**src/logic/lfd_pkg.sv**
```systemverilog
`default_nettype none
package lfd_pkg;
	// ------------------------------------------------------------
	// word indexes; the byte address is four times the index
	// ------------------------------------------------------------
	localparam logic [7:0] IDX_LED1_PHY = 8'h1C;
	localparam logic [7:0] IDX_RSVD = 8'h1D;
	localparam logic [7:0] IDX_REV = 8'h1E;
	localparam logic [7:0] IDX_LED02 = 8'h1F;
	localparam logic [7:0] IDX_STATUS = 8'h20;
	localparam logic [7:0] IDX_NONE = 8'hFF;

	// ------------------------------------------------------------
	// field positions
	// ------------------------------------------------------------
	localparam int GIGA_DIS_BIT = 14;
	localparam int CLASS_A_BIT = 12;
	localparam int NONACT_GIGA_DIS_BIT = 11;
	localparam int SLEEP_REDUCE_BIT = 10;
	localparam int ACTIVE_REDUCE_BIT = 9;
	localparam int B_BLINK_BIT = 7;
	localparam int B_INV_BIT = 6;
	localparam int B_RATE_BIT = 5;
	localparam int B_MODE_LSB = 0;
	localparam int C_BLINK_BIT = 15;
	localparam int C_INV_BIT = 14;
	localparam int C_RATE_BIT = 13;
	localparam int C_MODE_LSB = 8;
	localparam int A_BLINK_BIT = 7;
	localparam int A_INV_BIT = 6;
	localparam int A_RATE_BIT = 5;
	localparam int A_MODE_LSB = 0;
	localparam int MODE_W = 4;
	localparam int ST_LOADED_BIT = 0;
	localparam int ST_ALLOW_1000_BIT = 1;
	localparam int ST_REDUCE_BIT = 2;
	localparam int ST_CLASS_A_BIT = 3;
	localparam int ST_PIN_LSB = 4;

	// ------------------------------------------------------------
	// reset values
	// ------------------------------------------------------------
	localparam logic [15:0] RST_LED1_PHY = 16'h2D84;
	localparam logic [15:0] RST_RSVD = 16'h0100;
	localparam logic [15:0] RST_REV = 16'h4300;
	localparam logic [15:0] RST_LED02 = 16'h0706;

	// ------------------------------------------------------------
	// link speed and display codes
	// ------------------------------------------------------------
	localparam logic [1:0] SPEED_10 = 2'h0;
	localparam logic [1:0] SPEED_100 = 2'h1;
	localparam logic [1:0] SPEED_1000 = 2'h2;
	localparam logic [3:0] SHOW_LINK_10 = 4'h0;
	localparam logic [3:0] SHOW_LINK_UP = 4'h2;
	localparam logic [3:0] SHOW_ACTIVITY = 4'h3;
	localparam logic [3:0] SHOW_LINK_ACT = 4'h4;
	localparam logic [3:0] SHOW_LINK_100 = 4'h6;
	localparam logic [3:0] SHOW_LINK_1000 = 4'h7;
	localparam logic [3:0] SHOW_ON = 4'hE;
	localparam logic [3:0] SHOW_OFF = 4'hF;

	// ------------------------------------------------------------
	// blink timing
	// ------------------------------------------------------------
	localparam longint unsigned CLK_HZ = 64'h0000_0000_05F5_E100;
	localparam longint unsigned MS_PER_S = 64'h0000_0000_0000_03E8;
	localparam longint unsigned SLOW_BLINK_MS = 64'h0000_0000_0000_00C8;
	localparam longint unsigned FAST_BLINK_MS = 64'h0000_0000_0000_0053;
	localparam int unsigned SLOW_HALF_CYCLES = 32'(SLOW_BLINK_MS * CLK_HZ / MS_PER_S);
	localparam int unsigned FAST_HALF_CYCLES = 32'(FAST_BLINK_MS * CLK_HZ / MS_PER_S);
endpackage
`default_nettype wire

```
**src/logic/lfd_config_top.sv**
```systemverilog
// Functional notes
// - Gigabit-disable bit set: never run the link at 1000 Mb/s.
// - Drive-class bit set selects class A drive, clear selects class B.
// - Class A applies to gigabit only; 10 and 100 stay class B.
// - Non-active gigabit-disable bit forbids 1000 Mb/s outside the active state.
// - Sleep speed-reduction bit allows lower speed outside the active state.
// - Active speed-reduction bit allows lower speed in the active state.
// - Indicator B blink enable loads from its bit; zero means steady.
// - Indicator B invert loads from its bit; zero means active-low output.
// - Blink-rate bit picks 200 ms or 83 ms on and off.
// - Indicator B display code loads from bits 3:0; code 3 shows activity.
// - Indicator C blink and invert load from bits 15 and 14.
// - Indicator C display code loads from bits 11:8; code 6 shows 100 Mb/s.
// - Indicator A blink and invert load from bits 7 and 6.
// - Indicator A display code loads from bits 3:0; code 2 shows link up.
// - Indicator C and A blink rates come from stored bits 13 and 5.
`default_nettype none
module lfd_config_top #(
	parameter int unsigned SLOW_HALF_CYCLES = lfd_pkg::SLOW_HALF_CYCLES,
	parameter int unsigned FAST_HALF_CYCLES = lfd_pkg::FAST_HALF_CYCLES,
	parameter int CNT_W = 25
) (
	// clock and reset
	input wire logic clock,
	input wire logic rst,
	// register bus
	input wire logic hsel,
	input wire logic [31:0] haddr,
	input wire logic [1:0] htrans,
	input wire logic hwrite,
	input wire logic [2:0] hsize,
	input wire logic [31:0] hwdata,
	input wire logic hready,
	output logic hreadyout,
	output logic hresp,
	output logic [31:0] hrdata,
	// configuration memory load
	input wire logic nvm_word_valid,
	input wire logic [7:0] nvm_word_index,
	input wire logic [15:0] nvm_word_data,
	input wire logic nvm_load_done,
	// power and link state
	input wire logic active_power_state,
	input wire logic power_policy_reduce,
	input wire logic link_up,
	input wire logic [1:0] link_speed,
	input wire logic link_activity,
	// phy control
	output logic phy_allow_1000,
	output logic phy_reduce_speed,
	output logic driver_class_select,
	// indicator pins: a, b, c
	output logic [2:0] indicator_pin
);
	// ------------------------------------------------------------
	// storage
	// ------------------------------------------------------------
	logic [15:0] led1_and_phy_defaults_word;
	logic [15:0] reserved_config_word;
	logic [15:0] revision_word;
	logic [15:0] led0_led2_defaults_word;
	logic [15:0] next_led1_and_phy_defaults_word;
	logic [15:0] next_led0_led2_defaults_word;
	logic config_loaded;
	logic wr_pend;
	logic [7:0] wr_idx;
	logic take;
	logic [7:0] addr_idx;
	logic bus_wr_b;
	logic bus_wr_ac;
	logic [31:0] rd_value;

	// ------------------------------------------------------------
	// bus slave
	// ------------------------------------------------------------

	// every transfer completes with no wait state and OKAY
	assign hreadyout = 1'b1;
	assign hresp = 1'b0;
	assign take = hsel & htrans[1] & hready;
	assign addr_idx = (haddr[31:10] == 22'h000000) ? haddr[9:2] : lfd_pkg::IDX_NONE;

	// address phase capture for writes
	always_ff @(posedge clock) begin
		if (rst) begin
			wr_pend <= 1'b0;
			wr_idx <= lfd_pkg::IDX_NONE;
		end else if (hready) begin
			wr_pend <= take & hwrite;
			wr_idx <= addr_idx;
		end
	end

	assign bus_wr_b = wr_pend & (wr_idx == lfd_pkg::IDX_LED1_PHY);
	assign bus_wr_ac = wr_pend & (wr_idx == lfd_pkg::IDX_LED02);

	// next values; a bus write wins over a memory load
	always_comb begin
		next_led1_and_phy_defaults_word = led1_and_phy_defaults_word;
		next_led0_led2_defaults_word = led0_led2_defaults_word;
		if (nvm_word_valid && nvm_word_index == lfd_pkg::IDX_LED1_PHY) begin
			next_led1_and_phy_defaults_word = nvm_word_data;
		end
		if (nvm_word_valid && nvm_word_index == lfd_pkg::IDX_LED02) begin
			next_led0_led2_defaults_word = nvm_word_data;
		end
		if (bus_wr_b) begin
			next_led1_and_phy_defaults_word = hwdata[15:0];
		end
		if (bus_wr_ac) begin
			next_led0_led2_defaults_word = hwdata[15:0];
		end
	end

	// writable configuration words
	always_ff @(posedge clock) begin
		if (rst) begin
			led1_and_phy_defaults_word <= lfd_pkg::RST_LED1_PHY;
			led0_led2_defaults_word <= lfd_pkg::RST_LED02;
		end else begin
			led1_and_phy_defaults_word <= next_led1_and_phy_defaults_word;
			led0_led2_defaults_word <= next_led0_led2_defaults_word;
		end
	end

	// reserved words take memory contents only
	always_ff @(posedge clock) begin
		if (rst) begin
			reserved_config_word <= lfd_pkg::RST_RSVD;
			revision_word <= lfd_pkg::RST_REV;
		end else if (nvm_word_valid) begin
			if (nvm_word_index == lfd_pkg::IDX_RSVD) begin
				reserved_config_word <= nvm_word_data;
			end
			if (nvm_word_index == lfd_pkg::IDX_REV) begin
				revision_word <= nvm_word_data;
			end
		end
	end

	// load completion flag, held until reset
	always_ff @(posedge clock) begin
		if (rst) begin
			config_loaded <= 1'b0;
		end else if (nvm_load_done) begin
			config_loaded <= 1'b1;
		end
	end

	// read mux sees the two writable words as they stand after this edge
	always_comb begin
		rd_value = 32'h0000_0000;
		case (addr_idx)
			lfd_pkg::IDX_LED1_PHY: rd_value[15:0] = next_led1_and_phy_defaults_word;
			lfd_pkg::IDX_RSVD: rd_value[15:0] = reserved_config_word;
			lfd_pkg::IDX_REV: rd_value[15:0] = revision_word;
			lfd_pkg::IDX_LED02: rd_value[15:0] = next_led0_led2_defaults_word;
			lfd_pkg::IDX_STATUS: begin
				rd_value[lfd_pkg::ST_LOADED_BIT] = config_loaded;
				rd_value[lfd_pkg::ST_ALLOW_1000_BIT] = phy_allow_1000;
				rd_value[lfd_pkg::ST_REDUCE_BIT] = phy_reduce_speed;
				rd_value[lfd_pkg::ST_CLASS_A_BIT] = driver_class_select;
				rd_value[lfd_pkg::ST_PIN_LSB +: 3] = indicator_pin;
			end
			default: rd_value = 32'h0000_0000;
		endcase
	end

	// read data register, loaded at the address phase edge
	always_ff @(posedge clock) begin
		if (rst) begin
			hrdata <= 32'h0000_0000;
		end else if (take && !hwrite) begin
			hrdata <= rd_value;
		end
	end

	// ------------------------------------------------------------
	// phy speed policy
	// ------------------------------------------------------------

	// gigabit permission, class select and speed reduction
	always_ff @(posedge clock) begin
		if (rst) begin
			phy_allow_1000 <= 1'b1;
			phy_reduce_speed <= 1'b0;
			driver_class_select <= 1'b0;
		end else begin
			phy_allow_1000 <= !led1_and_phy_defaults_word[lfd_pkg::GIGA_DIS_BIT]
				&& !(led1_and_phy_defaults_word[lfd_pkg::NONACT_GIGA_DIS_BIT]
				&& !active_power_state);
			phy_reduce_speed <= power_policy_reduce && (active_power_state
				? led1_and_phy_defaults_word[lfd_pkg::ACTIVE_REDUCE_BIT]
				: led1_and_phy_defaults_word[lfd_pkg::SLEEP_REDUCE_BIT]);
			driver_class_select <= led1_and_phy_defaults_word[lfd_pkg::CLASS_A_BIT]
				&& (link_speed == lfd_pkg::SPEED_1000);
		end
	end

	// ------------------------------------------------------------
	// blink timebases, slow in entry 0 and fast in entry 1
	// ------------------------------------------------------------
	logic [1:0] blink_phase;
	logic [CNT_W-1:0] blink_cnt [2];

	generate
		for (genvar r = 0; r < 2; r++) begin : g_rate
			localparam int unsigned HALF = (r == 1) ? FAST_HALF_CYCLES : SLOW_HALF_CYCLES;
			// counts own clock cycles and flips the phase each half period
			always_ff @(posedge clock) begin
				if (rst) begin
					blink_cnt[r] <= '0;
					blink_phase[r] <= 1'b1;
				end else if (blink_cnt[r] == CNT_W'(HALF - 1)) begin
					blink_cnt[r] <= '0;
					blink_phase[r] <= ~blink_phase[r];
				end else begin
					blink_cnt[r] <= blink_cnt[r] + 1'b1;
				end
			end
		end
	endgenerate

	// ------------------------------------------------------------
	// indicators
	// ------------------------------------------------------------
	logic [2:0] ind_blink;
	logic [2:0] ind_invert;
	logic [2:0] ind_rate;
	logic [3:0] ind_mode [3];

	// indicator a from the a/c word
	assign ind_blink[0] = led0_led2_defaults_word[lfd_pkg::A_BLINK_BIT];
	assign ind_invert[0] = led0_led2_defaults_word[lfd_pkg::A_INV_BIT];
	assign ind_rate[0] = led0_led2_defaults_word[lfd_pkg::A_RATE_BIT];
	assign ind_mode[0] = led0_led2_defaults_word[lfd_pkg::A_MODE_LSB +: lfd_pkg::MODE_W];

	// indicator b from the phy word
	assign ind_blink[1] = led1_and_phy_defaults_word[lfd_pkg::B_BLINK_BIT];
	assign ind_invert[1] = led1_and_phy_defaults_word[lfd_pkg::B_INV_BIT];
	assign ind_rate[1] = led1_and_phy_defaults_word[lfd_pkg::B_RATE_BIT];
	assign ind_mode[1] = led1_and_phy_defaults_word[lfd_pkg::B_MODE_LSB +: lfd_pkg::MODE_W];

	// indicator c from the a/c word
	assign ind_blink[2] = led0_led2_defaults_word[lfd_pkg::C_BLINK_BIT];
	assign ind_invert[2] = led0_led2_defaults_word[lfd_pkg::C_INV_BIT];
	assign ind_rate[2] = led0_led2_defaults_word[lfd_pkg::C_RATE_BIT];
	assign ind_mode[2] = led0_led2_defaults_word[lfd_pkg::C_MODE_LSB +: lfd_pkg::MODE_W];

	generate
		for (genvar i = 0; i < 3; i++) begin : g_ind
			lfd_indicator u_ind (
				.clock(clock),
				.rst(rst),
				.blink_enable(ind_blink[i]),
				.polarity_invert(ind_invert[i]),
				.blink_rate(ind_rate[i]),
				.display_select(ind_mode[i]),
				.blink_phase(blink_phase),
				.link_up(link_up),
				.link_speed(link_speed),
				.link_activity(link_activity),
				.indicator_pin(indicator_pin[i])
			);
		end
	endgenerate

	// ------------------------------------------------------------
	// checks
	// ------------------------------------------------------------
	AST_GIGA_OFF: assert property (@(posedge clock) disable iff (rst)
		led1_and_phy_defaults_word[lfd_pkg::GIGA_DIS_BIT] |=> !phy_allow_1000)
		else $error("gigabit allowed while disabled");
	AST_GIGA_NONACTIVE: assert property (@(posedge clock) disable iff (rst)
		led1_and_phy_defaults_word[lfd_pkg::NONACT_GIGA_DIS_BIT] && !active_power_state
		|=> !phy_allow_1000)
		else $error("gigabit allowed outside the active state");
	AST_CLASS_A: assert property (@(posedge clock) disable iff (rst)
		led1_and_phy_defaults_word[lfd_pkg::CLASS_A_BIT] && link_speed == lfd_pkg::SPEED_1000
		|=> driver_class_select)
		else $error("class A not selected at gigabit");
	AST_CLASS_B_LOW: assert property (@(posedge clock) disable iff (rst)
		link_speed != lfd_pkg::SPEED_1000 |=> !driver_class_select)
		else $error("class A below gigabit");
	AST_SLEEP_REDUCE: assert property (@(posedge clock) disable iff (rst)
		power_policy_reduce && !active_power_state
		|=> phy_reduce_speed == $past(led1_and_phy_defaults_word[lfd_pkg::SLEEP_REDUCE_BIT]))
		else $error("sleep speed reduction wrong");
	AST_ACTIVE_REDUCE: assert property (@(posedge clock) disable iff (rst)
		power_policy_reduce && active_power_state
		|=> phy_reduce_speed == $past(led1_and_phy_defaults_word[lfd_pkg::ACTIVE_REDUCE_BIT]))
		else $error("active speed reduction wrong");
	AST_LOAD_B_WORD: assert property (@(posedge clock) disable iff (rst)
		nvm_word_valid && nvm_word_index == lfd_pkg::IDX_LED1_PHY && !bus_wr_b
		|=> led1_and_phy_defaults_word == $past(nvm_word_data))
		else $error("phy word not loaded");
	AST_LOAD_AC_WORD: assert property (@(posedge clock) disable iff (rst)
		nvm_word_valid && nvm_word_index == lfd_pkg::IDX_LED02 && !bus_wr_ac
		|=> led0_led2_defaults_word == $past(nvm_word_data))
		else $error("indicator word not loaded");
	AST_SLOW_FLIP: assert property (@(posedge clock) disable iff (rst)
		blink_cnt[0] == CNT_W'(SLOW_HALF_CYCLES - 1) |=> blink_phase[0] != $past(blink_phase[0]))
		else $error("slow phase did not flip");
	AST_FAST_HOLD: assert property (@(posedge clock) disable iff (rst)
		blink_cnt[1] != CNT_W'(FAST_HALF_CYCLES - 1) |=> $stable(blink_phase[1]))
		else $error("fast phase flipped early");
endmodule
`default_nettype wire

```
**src/logic/lfd_indicator.sv**
```systemverilog
`default_nettype none
module lfd_indicator (
	// clock and reset
	input wire logic clock,
	input wire logic rst,
	// indicator settings
	input wire logic blink_enable,
	input wire logic polarity_invert,
	input wire logic blink_rate,
	input wire logic [3:0] display_select,
	// shared blink phases, slow in bit 0
	input wire logic [1:0] blink_phase,
	// link state
	input wire logic link_up,
	input wire logic [1:0] link_speed,
	input wire logic link_activity,
	// pin
	output logic indicator_pin
);
	logic show;
	logic lit;

	// event selected by the display code
	always_comb begin
		case (display_select)
			lfd_pkg::SHOW_LINK_10: show = link_up & (link_speed == lfd_pkg::SPEED_10);
			lfd_pkg::SHOW_LINK_UP: show = link_up;
			lfd_pkg::SHOW_ACTIVITY: show = link_up & link_activity;
			lfd_pkg::SHOW_LINK_ACT: show = link_up;
			lfd_pkg::SHOW_LINK_100: show = link_up & (link_speed == lfd_pkg::SPEED_100);
			lfd_pkg::SHOW_LINK_1000: show = link_up & (link_speed == lfd_pkg::SPEED_1000);
			lfd_pkg::SHOW_ON: show = 1'b1;
			default: show = 1'b0;
		endcase
	end

	// blink gating first, polarity after it
	assign lit = show & (~blink_enable | blink_phase[blink_rate]);

	// registered pin; inactive level is high for active-low
	always_ff @(posedge clock) begin
		if (rst) begin
			indicator_pin <= 1'b1;
		end else begin
			indicator_pin <= polarity_invert ? lit : ~lit;
		end
	end

	AST_PIN_IDLE_LEVEL: assert property (@(posedge clock) disable iff (rst)
		!show |=> indicator_pin == !$past(polarity_invert))
		else $error("idle indicator not at its inactive level");
	AST_PIN_STEADY: assert property (@(posedge clock) disable iff (rst)
		show && !blink_enable |=> indicator_pin == $past(polarity_invert))
		else $error("non-blinking indicator not lit");
endmodule
`default_nettype wire

```
**config.mk**
```make
export PLATFORM = sky130hd
export DESIGN_NAME = lfd_config_top
export DESIGN_NICKNAME = d
export VERILOG_FILES = /design/src/logic/lfd_pkg.sv /design/src/logic/lfd_config_top.sv /design/src/logic/lfd_indicator.sv
export SDC_FILE = /design/constraint.sdc
export NUM_CORES = 1
export LEC_CHECK = 0
export BUFFER_PORTS_ARGS = -buffer_cell sky130_fd_sc_hd__buf_2
export CAP_MARGIN = 40
export CELL_PAD_IN_SITES_DETAIL_PLACEMENT = 0
export CELL_PAD_IN_SITES_GLOBAL_PLACEMENT = 1
export CORE_MARGIN = 2
export CORE_UTILIZATION = 45
export DETAILED_ROUTE_END_ITERATION = 12
export PLACE_DENSITY_LB_ADDON = 0.25
export SKIP_LAST_GASP = 1
export SYNTH_ARGS = -nofsm -noshare
export SYNTH_HDL_FRONTEND = slang
export SYNTH_HIERARCHICAL = 1
export SYNTH_SLANG_ARGS = --single-unit
```
**constraint.sdc**
```tcl
create_clock -name clock -period 4.7 [get_ports clock]
set_clock_uncertainty 0.2 [all_clocks]
set_input_delay 1.175 -clock clock [delete_from_list [all_inputs] [get_ports clock]]
set_output_delay 1.175 -clock clock [all_outputs]
set_load 0.01 [all_outputs]
```
======== Word-level counts from Yosys, hierarchy flattened ========
Memories as Yosys holds them, arrays and structs flattened.
Index checks and enable logic that the tools add are counted.
word-level totals
  memories ................................ 1
  bits in read-only memories .............. 0
  bits in registers ....................... 98
  output and inout port bits .............. 40
  memory bits (writable) .................. 50
  word-level logic and storage cells ...... 141
  latch bits .............................. 0
operators by class
  $add $sub $neg .......................... 2
  multiply operators ...................... 0
  reduce and logical (&&, ||, !) cells .... 21
  div/mod/pow operators ................... 0
  mux-type cells .......................... 38
  shift-type cells ........................ 0
  equal/unequal tests ..................... 33
  bitwise gates (word level) .............. 27
  $lt $le $gt $ge ......................... 3
memory list
  memory     words  width  read ports  clocked after Yosys merged registers in  write ports  RTL line               text
  blink_cnt  2      25     2           0                                        2            lfd_config_top.sv:204  logic [CNT_W-1:0] blink_cnt [2];
operators by type and width
  cell                   number
  $mux 25                4
  $eq 8x5->1 const B     10
  $mux 16                4
  $add 25x1->25 const B  2
  $eq 4x3->1 const B     9
  $pmux 9 s4             1
  $pmux 7 s5             1
  $eq 25x23->1 const B   1
  $eq 25x25->1 const B   1
  $eq 4x2->1 const B     6
  $mux 1                 24
  $logic_not 22->1       1
  $pmux 1 s6             3
  $and 1x1->1            12
  $eq 4x4->1 const B     3
  $logic_not 4->1        3
  $eq 8x6->1 const B     1
  $mux 8                 1
  $not 1->1              8
  $logic_and 1x1->1      7
  $or 1x1->1             7
  $lt 1x2->1 const B     3
  $reduce_or 2->1        3
  $logic_not 1->1        4
  other kinds (4)        5

======== Longest topological paths before layout ========
Gate-level depths: netlist of run 1.
An unclocked memory read counts as a cell.
  word-level depth ........................ 7
  depth in mapped cells ................... 8
  depth with buffers taken out ............ 5

======== Cells and area by module ========
The synthesis of run 1 kept the hierarchy.
by module, submodules not included
  module          seq. area each (um^2)  times used  area an instance (um^2)  cells each
  lfd_config_top  3403.3                 1           7397.1                   821
  lfd_indicator   20.0                   3           138.9                    17

======== Worst setup path before layout of run 1 ========
No wires, ideal clock.
  path kind ............................... input-to-reg
  start ................................... input port haddr[12]
  end ..................................... register hrdata[1]
  arrival ................................. 2.700 ns
  buffers on the path ..................... 1
  stages .................................. 6
  library setup time ...................... 0.091 ns
  path slack .............................. 1.709 ns
  required time ........................... 4.409 ns
  cell sequence ........................... nor4_1 > nand4_1 > or3_1 > clkbuf_1 > a311o_1 > a311oi_1
on the way
  longest elaborated chain between the ends .. 4
ends and longest elaborated chain
  what                                             RTL line               text
  start: declaration                               lfd_config_top.sv:28   input wire logic [31:0] haddr,
  $logic_not 22->1 *                               lfd_config_top.sv:81   assign addr_idx = (haddr[31:10] == 22'h000000) ? haddr[9:2] : lfd_pkg::IDX_NONE;
  $mux 8 *                                         lfd_config_top.sv:81
  $eq 8x6->1 / $eq 8x5->1 (equally long branches)  lfd_config_top.sv:153  case (addr_idx)
  $pmux 7 s5 *                                     lfd_config_top.sv:153
  end signal: assignment                           lfd_config_top.sv:174  hrdata <= rd_value;
  end: declaration                                 lfd_config_top.sv:36   output logic [31:0] hrdata,
Mark *: on every way between the ends. The rest lies on a longest branch, timed or not.
A chain may end at the register's enable or synchronous reset.

======== Worst setup path after layout of run 1 ========
  start ................................... input port nvm_word_index[5]
  end ..................................... register hrdata[15]
on the way
  longest elaborated chain between the ends .. 5
ends and longest elaborated chain
  what                                         RTL line                                      text
  start: declaration                           lfd_config_top.sv:39                          input wire logic [7:0] nvm_word_index,
  $eq 8x5->1, on equally long branches         lfd_config_top.sv:104, lfd_config_top.sv:101
  $logic_and 1x1->1, on equally long branches  lfd_config_top.sv:104, lfd_config_top.sv:101
  $mux 16, on equally long branches            lfd_config_top.sv:104, lfd_config_top.sv:101
  $mux 16, on equally long branches            lfd_config_top.sv:110, lfd_config_top.sv:107
  $pmux 9 s4 *                                 lfd_config_top.sv:153
Marks and branches as above.

==> results of run 1 <==
-- cell type report --
| class | instances | area (sq um) |
|---|---|---|
| well taps | 225 | 282 |
| diodes | 2 | 5.00 |
| clock inverters | 12 | 100 |
| multi-input cells | 703 | 4200 |
| inverters | 20 | 75.1 |
| fillers | 1664 | 7840 |
| flip-flops and latches | 148 | 3460 |
| repair buffers | 121 | 678 |
| clock buffers | 20 | 479 |
-- cell families after synthesis --
| logic type | after synthesis | synth area share |
|---|---|---|
| AOI/OAI and AO/OA | 166 | 0.163 |
| xor gates and xnor gates | 48 | 0.0538 |
| adders and majority gates | 2 | 0.00320 |
| buffers and inverters | 87 | 0.0512 |
| DFF | 148 | 0.443 |
| muxes | 14 | 0.0183 |
| other | 2 | 0.000961 |
| and+or+nand+nor | 405 | 0.266 |
-- worst max path at each step --
stage                                          to  cells past startpoint
after global placement    hrdata[13]$_SDFFE_PP0P_                      6
after CTS                 hrdata[15]$_SDFFE_PP0P_                      6
final                     hrdata[15]$_SDFFE_PP0P_                      6
after global routing       hrdata[2]$_SDFFE_PP0P_                      6
after floorplan            hrdata[1]$_SDFFE_PP0P_                      6
after detailed placement   hrdata[9]$_SDFFE_PP0P_                      6
-- per-stage QoR --
stage,std cells,worst slack (ps),power (W)
final,1251,1490,0.00294
after global placement,1214,1090,0.00162
after detailed placement,1217,1120,0.00162
after global routing,1249,1260,0.00305
after CTS,1249,1520,0.00296
after floorplan,938,1710,0.00154
-- sequential cells by signal, summed over array words and instances (netlist names), 2 cells and up --
register and count:
revision_word 16, led0_led2_defaults_word 16, wr_idx 8, reserved_config_word 16
hrdata 16, blink_cnt 50, blink_phase 2, led1_and_phy_defaults_word 16
g_ind.u_ind/indicator_pin 3
-- critical path, delay by kind of cell --
family          cells  cell delay (ps)
buf+inv             1              100
compound gates      3              870
simple gates        2             1170
-- layout by cell type (no fill, tap or decap), drive strengths merged, types with 9 or more instances in the layout --
cell / n
o21bai: 12
mux2i: 12
nand3: 27
nor3: 23
inv: 22
xnor2: 38
a22oi: 15
o31a: 9
nand2b: 19
nand4: 19
dfxtp: 98
o21ai: 9
nor2b: 14
nor4: 27
clkbuf: 20
xor2: 10
a221oi: 16
buf: 121
a21oi: 29
nand2: 98
nor2: 120
edfxtp: 50
conb: 68
-- power breakdown --
group	leakage, nW	switching [W]	internal, W
logic	1.86	0.000124	0.0000810
registers	1.30	0.0000321	0.00136
clock network	0.274	0.000554	0.000788
total	3.44	0.000710	0.00223
-- per-layer routing --
metal	GRT usage	vias up	wire length [um]	share of wire
li1	-	3367	-	-
met1	0.300	3228	9460	0.45
met2	0.378	240	9910	0.47
met3	0.0539	30	1480	0.070
met4	0.0828	2	365	0.017
met5	0	-	11	0.00052
==> results.json, run 1 <==
{
  "grt_util_all_layers": 0.231,
  "grt_max_degree": 37,
  "route.detailed.vias_per_inst": 5.49,
  "rr_worst_depth": 5,
  "hold_class": "flop to flop",
  "drive_above_1_share": 0.174,
  "cp.required_ps": 4800,
  "syn2layout_area_growth_pct": 18.8,
  "synth_edf_count": 50,
  "status": "complete, no violations",
  "relSlewSlack": 0.399,
  "synth-seq-cells": 148,
  "core_area_sq_um": 17100,
  "dieWidth_um": 136,
  "insertion_delay_ps": 430,
  "syn_area_per_cell_sq_um": 8.96,
  "drtIter0Drc": 409,
  "wl_per_cell_um": 17.0,
  "place_area_sq_um": 8700,
  "die-area_sq_um": 18400,
  "holdWs_ps": 251,
  "clk_pin_slew_worst_paths_ps": 60,
  "crit_chain": "buf_2 -> and4b_1 -> nand4_1 -> a221oi_1 -> o31a_1 -> o21ai_1",
  "synthTopCellsByArea": "dfxtp_1, edfxtp_1, nor2_1, nand2_1, xnor2_1",
  "clk_path_buf_depth": 2,
  "synth_top_cell_area_share": 0.251,
  "synth_flop_cell": "dfxtp_1",
  "drtPass1Iterations": 5,
  "p_per_area_nw_per_um2": 317,
  "ctsResizeCount": 0,
  "grt_pass1_wl_um": 32900,
  "fin_tns_setup_ps": 0,
  "synth_area_sq_um": 7810,
  "holdPathEnd": "revision_word[15]$_SDFFE_PP0P_",
  "post-route-period-util": 0.684,
  "synthDistinctLibCells": 67,
  "synthArstFlopShare": 0,
  "path_class": "primary input to flop",
  "grt_pass1_vias": 6324,
  "design_area_sq_um": 9280,
  "crit_slowest_cell": "nand4_1",
  "synth_cells": 872,
  "die_h_um": 136,
  "hold_viol_final": 0,
  "ir_worst_vdd_mv": 0.250,
  "cts_tree": "yes",
  "rows": 48,
  "initial_core_util": 0.457,
  "io_buffer_count": 105,
  "worstPathMaxFanout": 11,
  "routed_wirelength_um": 21200,
  "r2r_slack_ps": 2020,
  "r2r_start": "wr_idx[6]$_SDFFE_PP1P_",
  "rsz0062_at_grt": "no",
  "period_needed_ps": 3210,
  "htree_levels": 4,
  "cts_setup_buffers": 0,
  "hpwl_um": 14700,
  "max_stage_delay_ps": 640,
  "synth.most_common_cell": "nor2_1",
  "gp_congestion": 0.845,
  "vias": 6867,
  "drv_cap": 0,
  "r2r_end": "hrdata[1]$_SDFFE_PP0P_",
  "synth_top_cells_by_count": "nor2_1, dfxtp_1, nand2_1",
  "nets": 1119,
  "ctsHoldBuffers": 0,
  "setup_violations": 0,
  "holdPathStages": 2,
  "yosysSeqAreaShare": 0.443,
  "drv_slew": 0,
  "critPathLaunch": "nvm_word_index[5]",
  "cp-end-kind": "flop",
  "yosysWarningCount": 6,
  "drtAntennaViolNets": 0,
  "clockRootBuffer": "clkbuf_16",
  "cts_sinks": 148,
  "arrival_ps": 3320,
  "cts-buffers-inserted": 17,
  "grt-ovfl-total": 0,
  "p_leak_nw": 3.44,
  "yosysTopAreaCell": "dfxtp_1",
  "fmax_ghz": 0.311,
  "startpoint_type": "primary input",
  "min_from": "revision_word[15]$_SDFFE_PP0P_",
  "design.portCount": 146,
  "antenna_found_initial": 3,
  "post-route-util": 0.542,
  "drc": 0,
  "worst_pin_slew_ps": 893
}
(Power assumes the default switching activity.)
==> inputs of run 2 (changes only) <==
--- a/config.mk
+++ b/config.mk
@@ -10,7 +10,7 @@
 export CELL_PAD_IN_SITES_DETAIL_PLACEMENT = 0
 export CELL_PAD_IN_SITES_GLOBAL_PLACEMENT = 1
 export CORE_MARGIN = 2
-export CORE_UTILIZATION = 45
+export CORE_UTILIZATION = 38
 export DETAILED_ROUTE_END_ITERATION = 12
 export PLACE_DENSITY_LB_ADDON = 0.25
 export SKIP_LAST_GASP = 1
==> constraint.sdc (replaced) <==
create_clock -name clock -period 2.9 [get_ports clock]
set_clock_uncertainty 0.2 [all_clocks]
set_input_delay 0.725 -clock clock [delete_from_list [all_inputs] [get_ports clock]]
set_output_delay 0.725 -clock clock [all_outputs]
set_load 0.01 [all_outputs]
==> run 2 against run 1 <==
Net effect: critical endpoint is now blink_cnt[0][2]$_SDFFCE_PN0P_; highest routed layer unchanged; register-to-register slack got worse by 1600 ps; power rose by 61%; via count shrank 0.35%; sequential share of layout area decreased by 0.70 points; cell area is 1.9% higher; wire length rose by 2.7%; hold slack improved by 1.4 ps; cell count grew 5.0%.
==> results.json, run 2 (synthesis gave the netlist of run 1 again) <==
{
  "status": "complete, no violations",
  "clk_pin_slew_worst_paths_ps": 60,
  "wl_per_cell_um": 16.6,
  "ctsHoldBuffers": 0,
  "drtAntennaViolNets": 0,
  "p_leak_nw": 3.52,
  "r2r_slack_ps": 460,
  "drc": 0,
  "critPathLaunch": "blink_cnt[0][0]$_SDFFCE_PN0P_",
  "path_class": "flop to flop",
  "grt_max_degree": 42,
  "r2r_end": "blink_cnt[0][2]$_SDFFCE_PN0P_",
  "arrival_ps": 2400,
  "hold_class": "flop to flop",
  "grt-ovfl-total": 0,
  "pre_cts_ws_ps": 117,
  "fmax_ghz": 0.410,
  "regArea_sq_um": 3460,
  "core_area_sq_um": 20200,
  "die-area_sq_um": 21700,
  "cp.required_ps": 2860,
  "rsz0062_at_grt": "no",
  "hold_viol_final": 0,
  "route.detailed.vias_per_inst": 5.21,
  "rr_worst_depth": 5,
  "place_area_sq_um": 8880,
  "rows": 52,
  "fin_tns_setup_ps": 0,
  "setup_violations": 0,
  "drtPass1Iterations": 5,
  "gp_congestion": 0.804,
  "r2r_start": "blink_cnt[0][0]$_SDFFCE_PN0P_",
  "hpwl_um": 15700,
  "io_buffer_count": 105,
  "drtIter0Drc": 376,
  "cts-buffers-inserted": 17,
  "design_area_sq_um": 9460,
  "cts_setup_buffers": 0,
  "vias": 6843,
  "clockRootBuffer": "clkbuf_16",
  "grt_pass1_vias": 6478,
  "dieWidth_um": 147,
  "holdPathEnd": "revision_word[15]$_SDFFE_PP0P_",
  "clk_path_buf_depth": 2,
  "cts_tree": "yes",
  "min_from": "revision_word[15]$_SDFFE_PP0P_",
  "p_per_area_nw_per_um2": 502,
  "ctsResizeCount": 0,
  "antenna_found_initial": 3,
  "drv_cap": 0,
  "fillCellCount": 2017,
  "drv_slew": 0,
  "drive_above_1_share": 0.189,
  "holdPathStages": 2,
  "ir_worst_vdd_mv": 0.358,
  "routed_wirelength_um": 21800,
  "nets": 1137,
  "grt_util_all_layers": 0.204,
  "regMostFlops": "blink_cnt",
  "post-route-period-util": 0.841,
  "relSlewSlack": 0.424,
  "startpoint_type": "flop",
  "final_common_cell": "nor2_1",
  "multiInputGateArea_sq_um": 4200,
  "die_h_um": 147,
  "holdWs_ps": 252,
  "largest_reg_flops": 50,
  "worstPathMaxFanout": 24,
  "worst_pin_slew_ps": 860,
  "post-route-util": 0.467,
  "fin_ws_ps": 462,
  "mostFrequentLayoutCells": "nor2_1, buf_2, nand2_1, dfxtp_1, conb_1",
  "htree_levels": 4,
  "grt_pass1_wl_um": 34700,
  "initial_core_util": 0.386,
  "period_needed_ps": 2440,
  "syn2layout_area_growth_pct": 21.0,
  "cp-end-kind": "flop",
  "design.portCount": 146,
  "insertion_delay_ps": 430,
  "cts_sinks": 148
}
run 2: changes by cell type in the layout (fill, tap and decap cells not counted), sizes merged:
cell      change
buf          +18
clkbuf        +1
clkinvlp      -1
run 2: critical path, stage by stage, from the launching register on:
cell and delay (ps):
edfxtp_1 440, ha_1 290, nand4_1 170, nor4_1 460, or2_2 500, nor2_1 100
run 2: worst max path at each step:
stage / depth (start not counted) / end
4_1_cts: 5 / blink_cnt[0][23]$_SDFFCE_PN0P_
3_5_place_dp: 6 / hrdata[1]$_SDFFE_PP0P_
2_1_floorplan: 6 / hrdata[1]$_SDFFE_PP0P_
6_report: 5 / blink_cnt[0][2]$_SDFFCE_PN0P_
3_3_place_gp: 6 / hrdata[1]$_SDFFE_PP0P_
5_1_grt: 5 / blink_cnt[0][12]$_SDFFCE_PN0P_
run 2: final cells by class:
| class | count | area share |
|---|---|---|
| antenna | 2 | 0.000529 |
| clock buffer | 21 | 0.0499 |
| clock inverter | 11 | 0.0106 |
| inverter | 20 | 0.00794 |
| multi-input combinational | 703 | 0.444 |
| sequential | 148 | 0.366 |
| tap | 270 | 0.0357 |
| timing repair buffer | 139 | 0.0852 |
run 2: metal layers:
metal  track usage  wire length (um)
met2         0.336             10200
met3        0.0488              1340
met1         0.271              9980
met4        0.0519               233
met5             0                21
run 2: power breakdown:
group / internal [W] / switching (W) / total, W
sequential: 0.00220 / 0.0000521 / 0.00226
combinational: 0.000135 / 0.000200 / 0.000335
clock: 0.00126 / 0.000900 / 0.00215
total: 0.00359 / 0.00115 / 0.00475
run 2: metrics by stage:
| stage | power [W] | cells |
|---|---|---|
| after floorplan | 0.00249 | 938 |
| after global placement | 0.00263 | 1279 |
| after detailed placement | 0.00264 | 1280 |
| after CTS | 0.00480 | 1312 |
| after global routing | 0.00494 | 1312 |
| final | 0.00475 | 1314 |
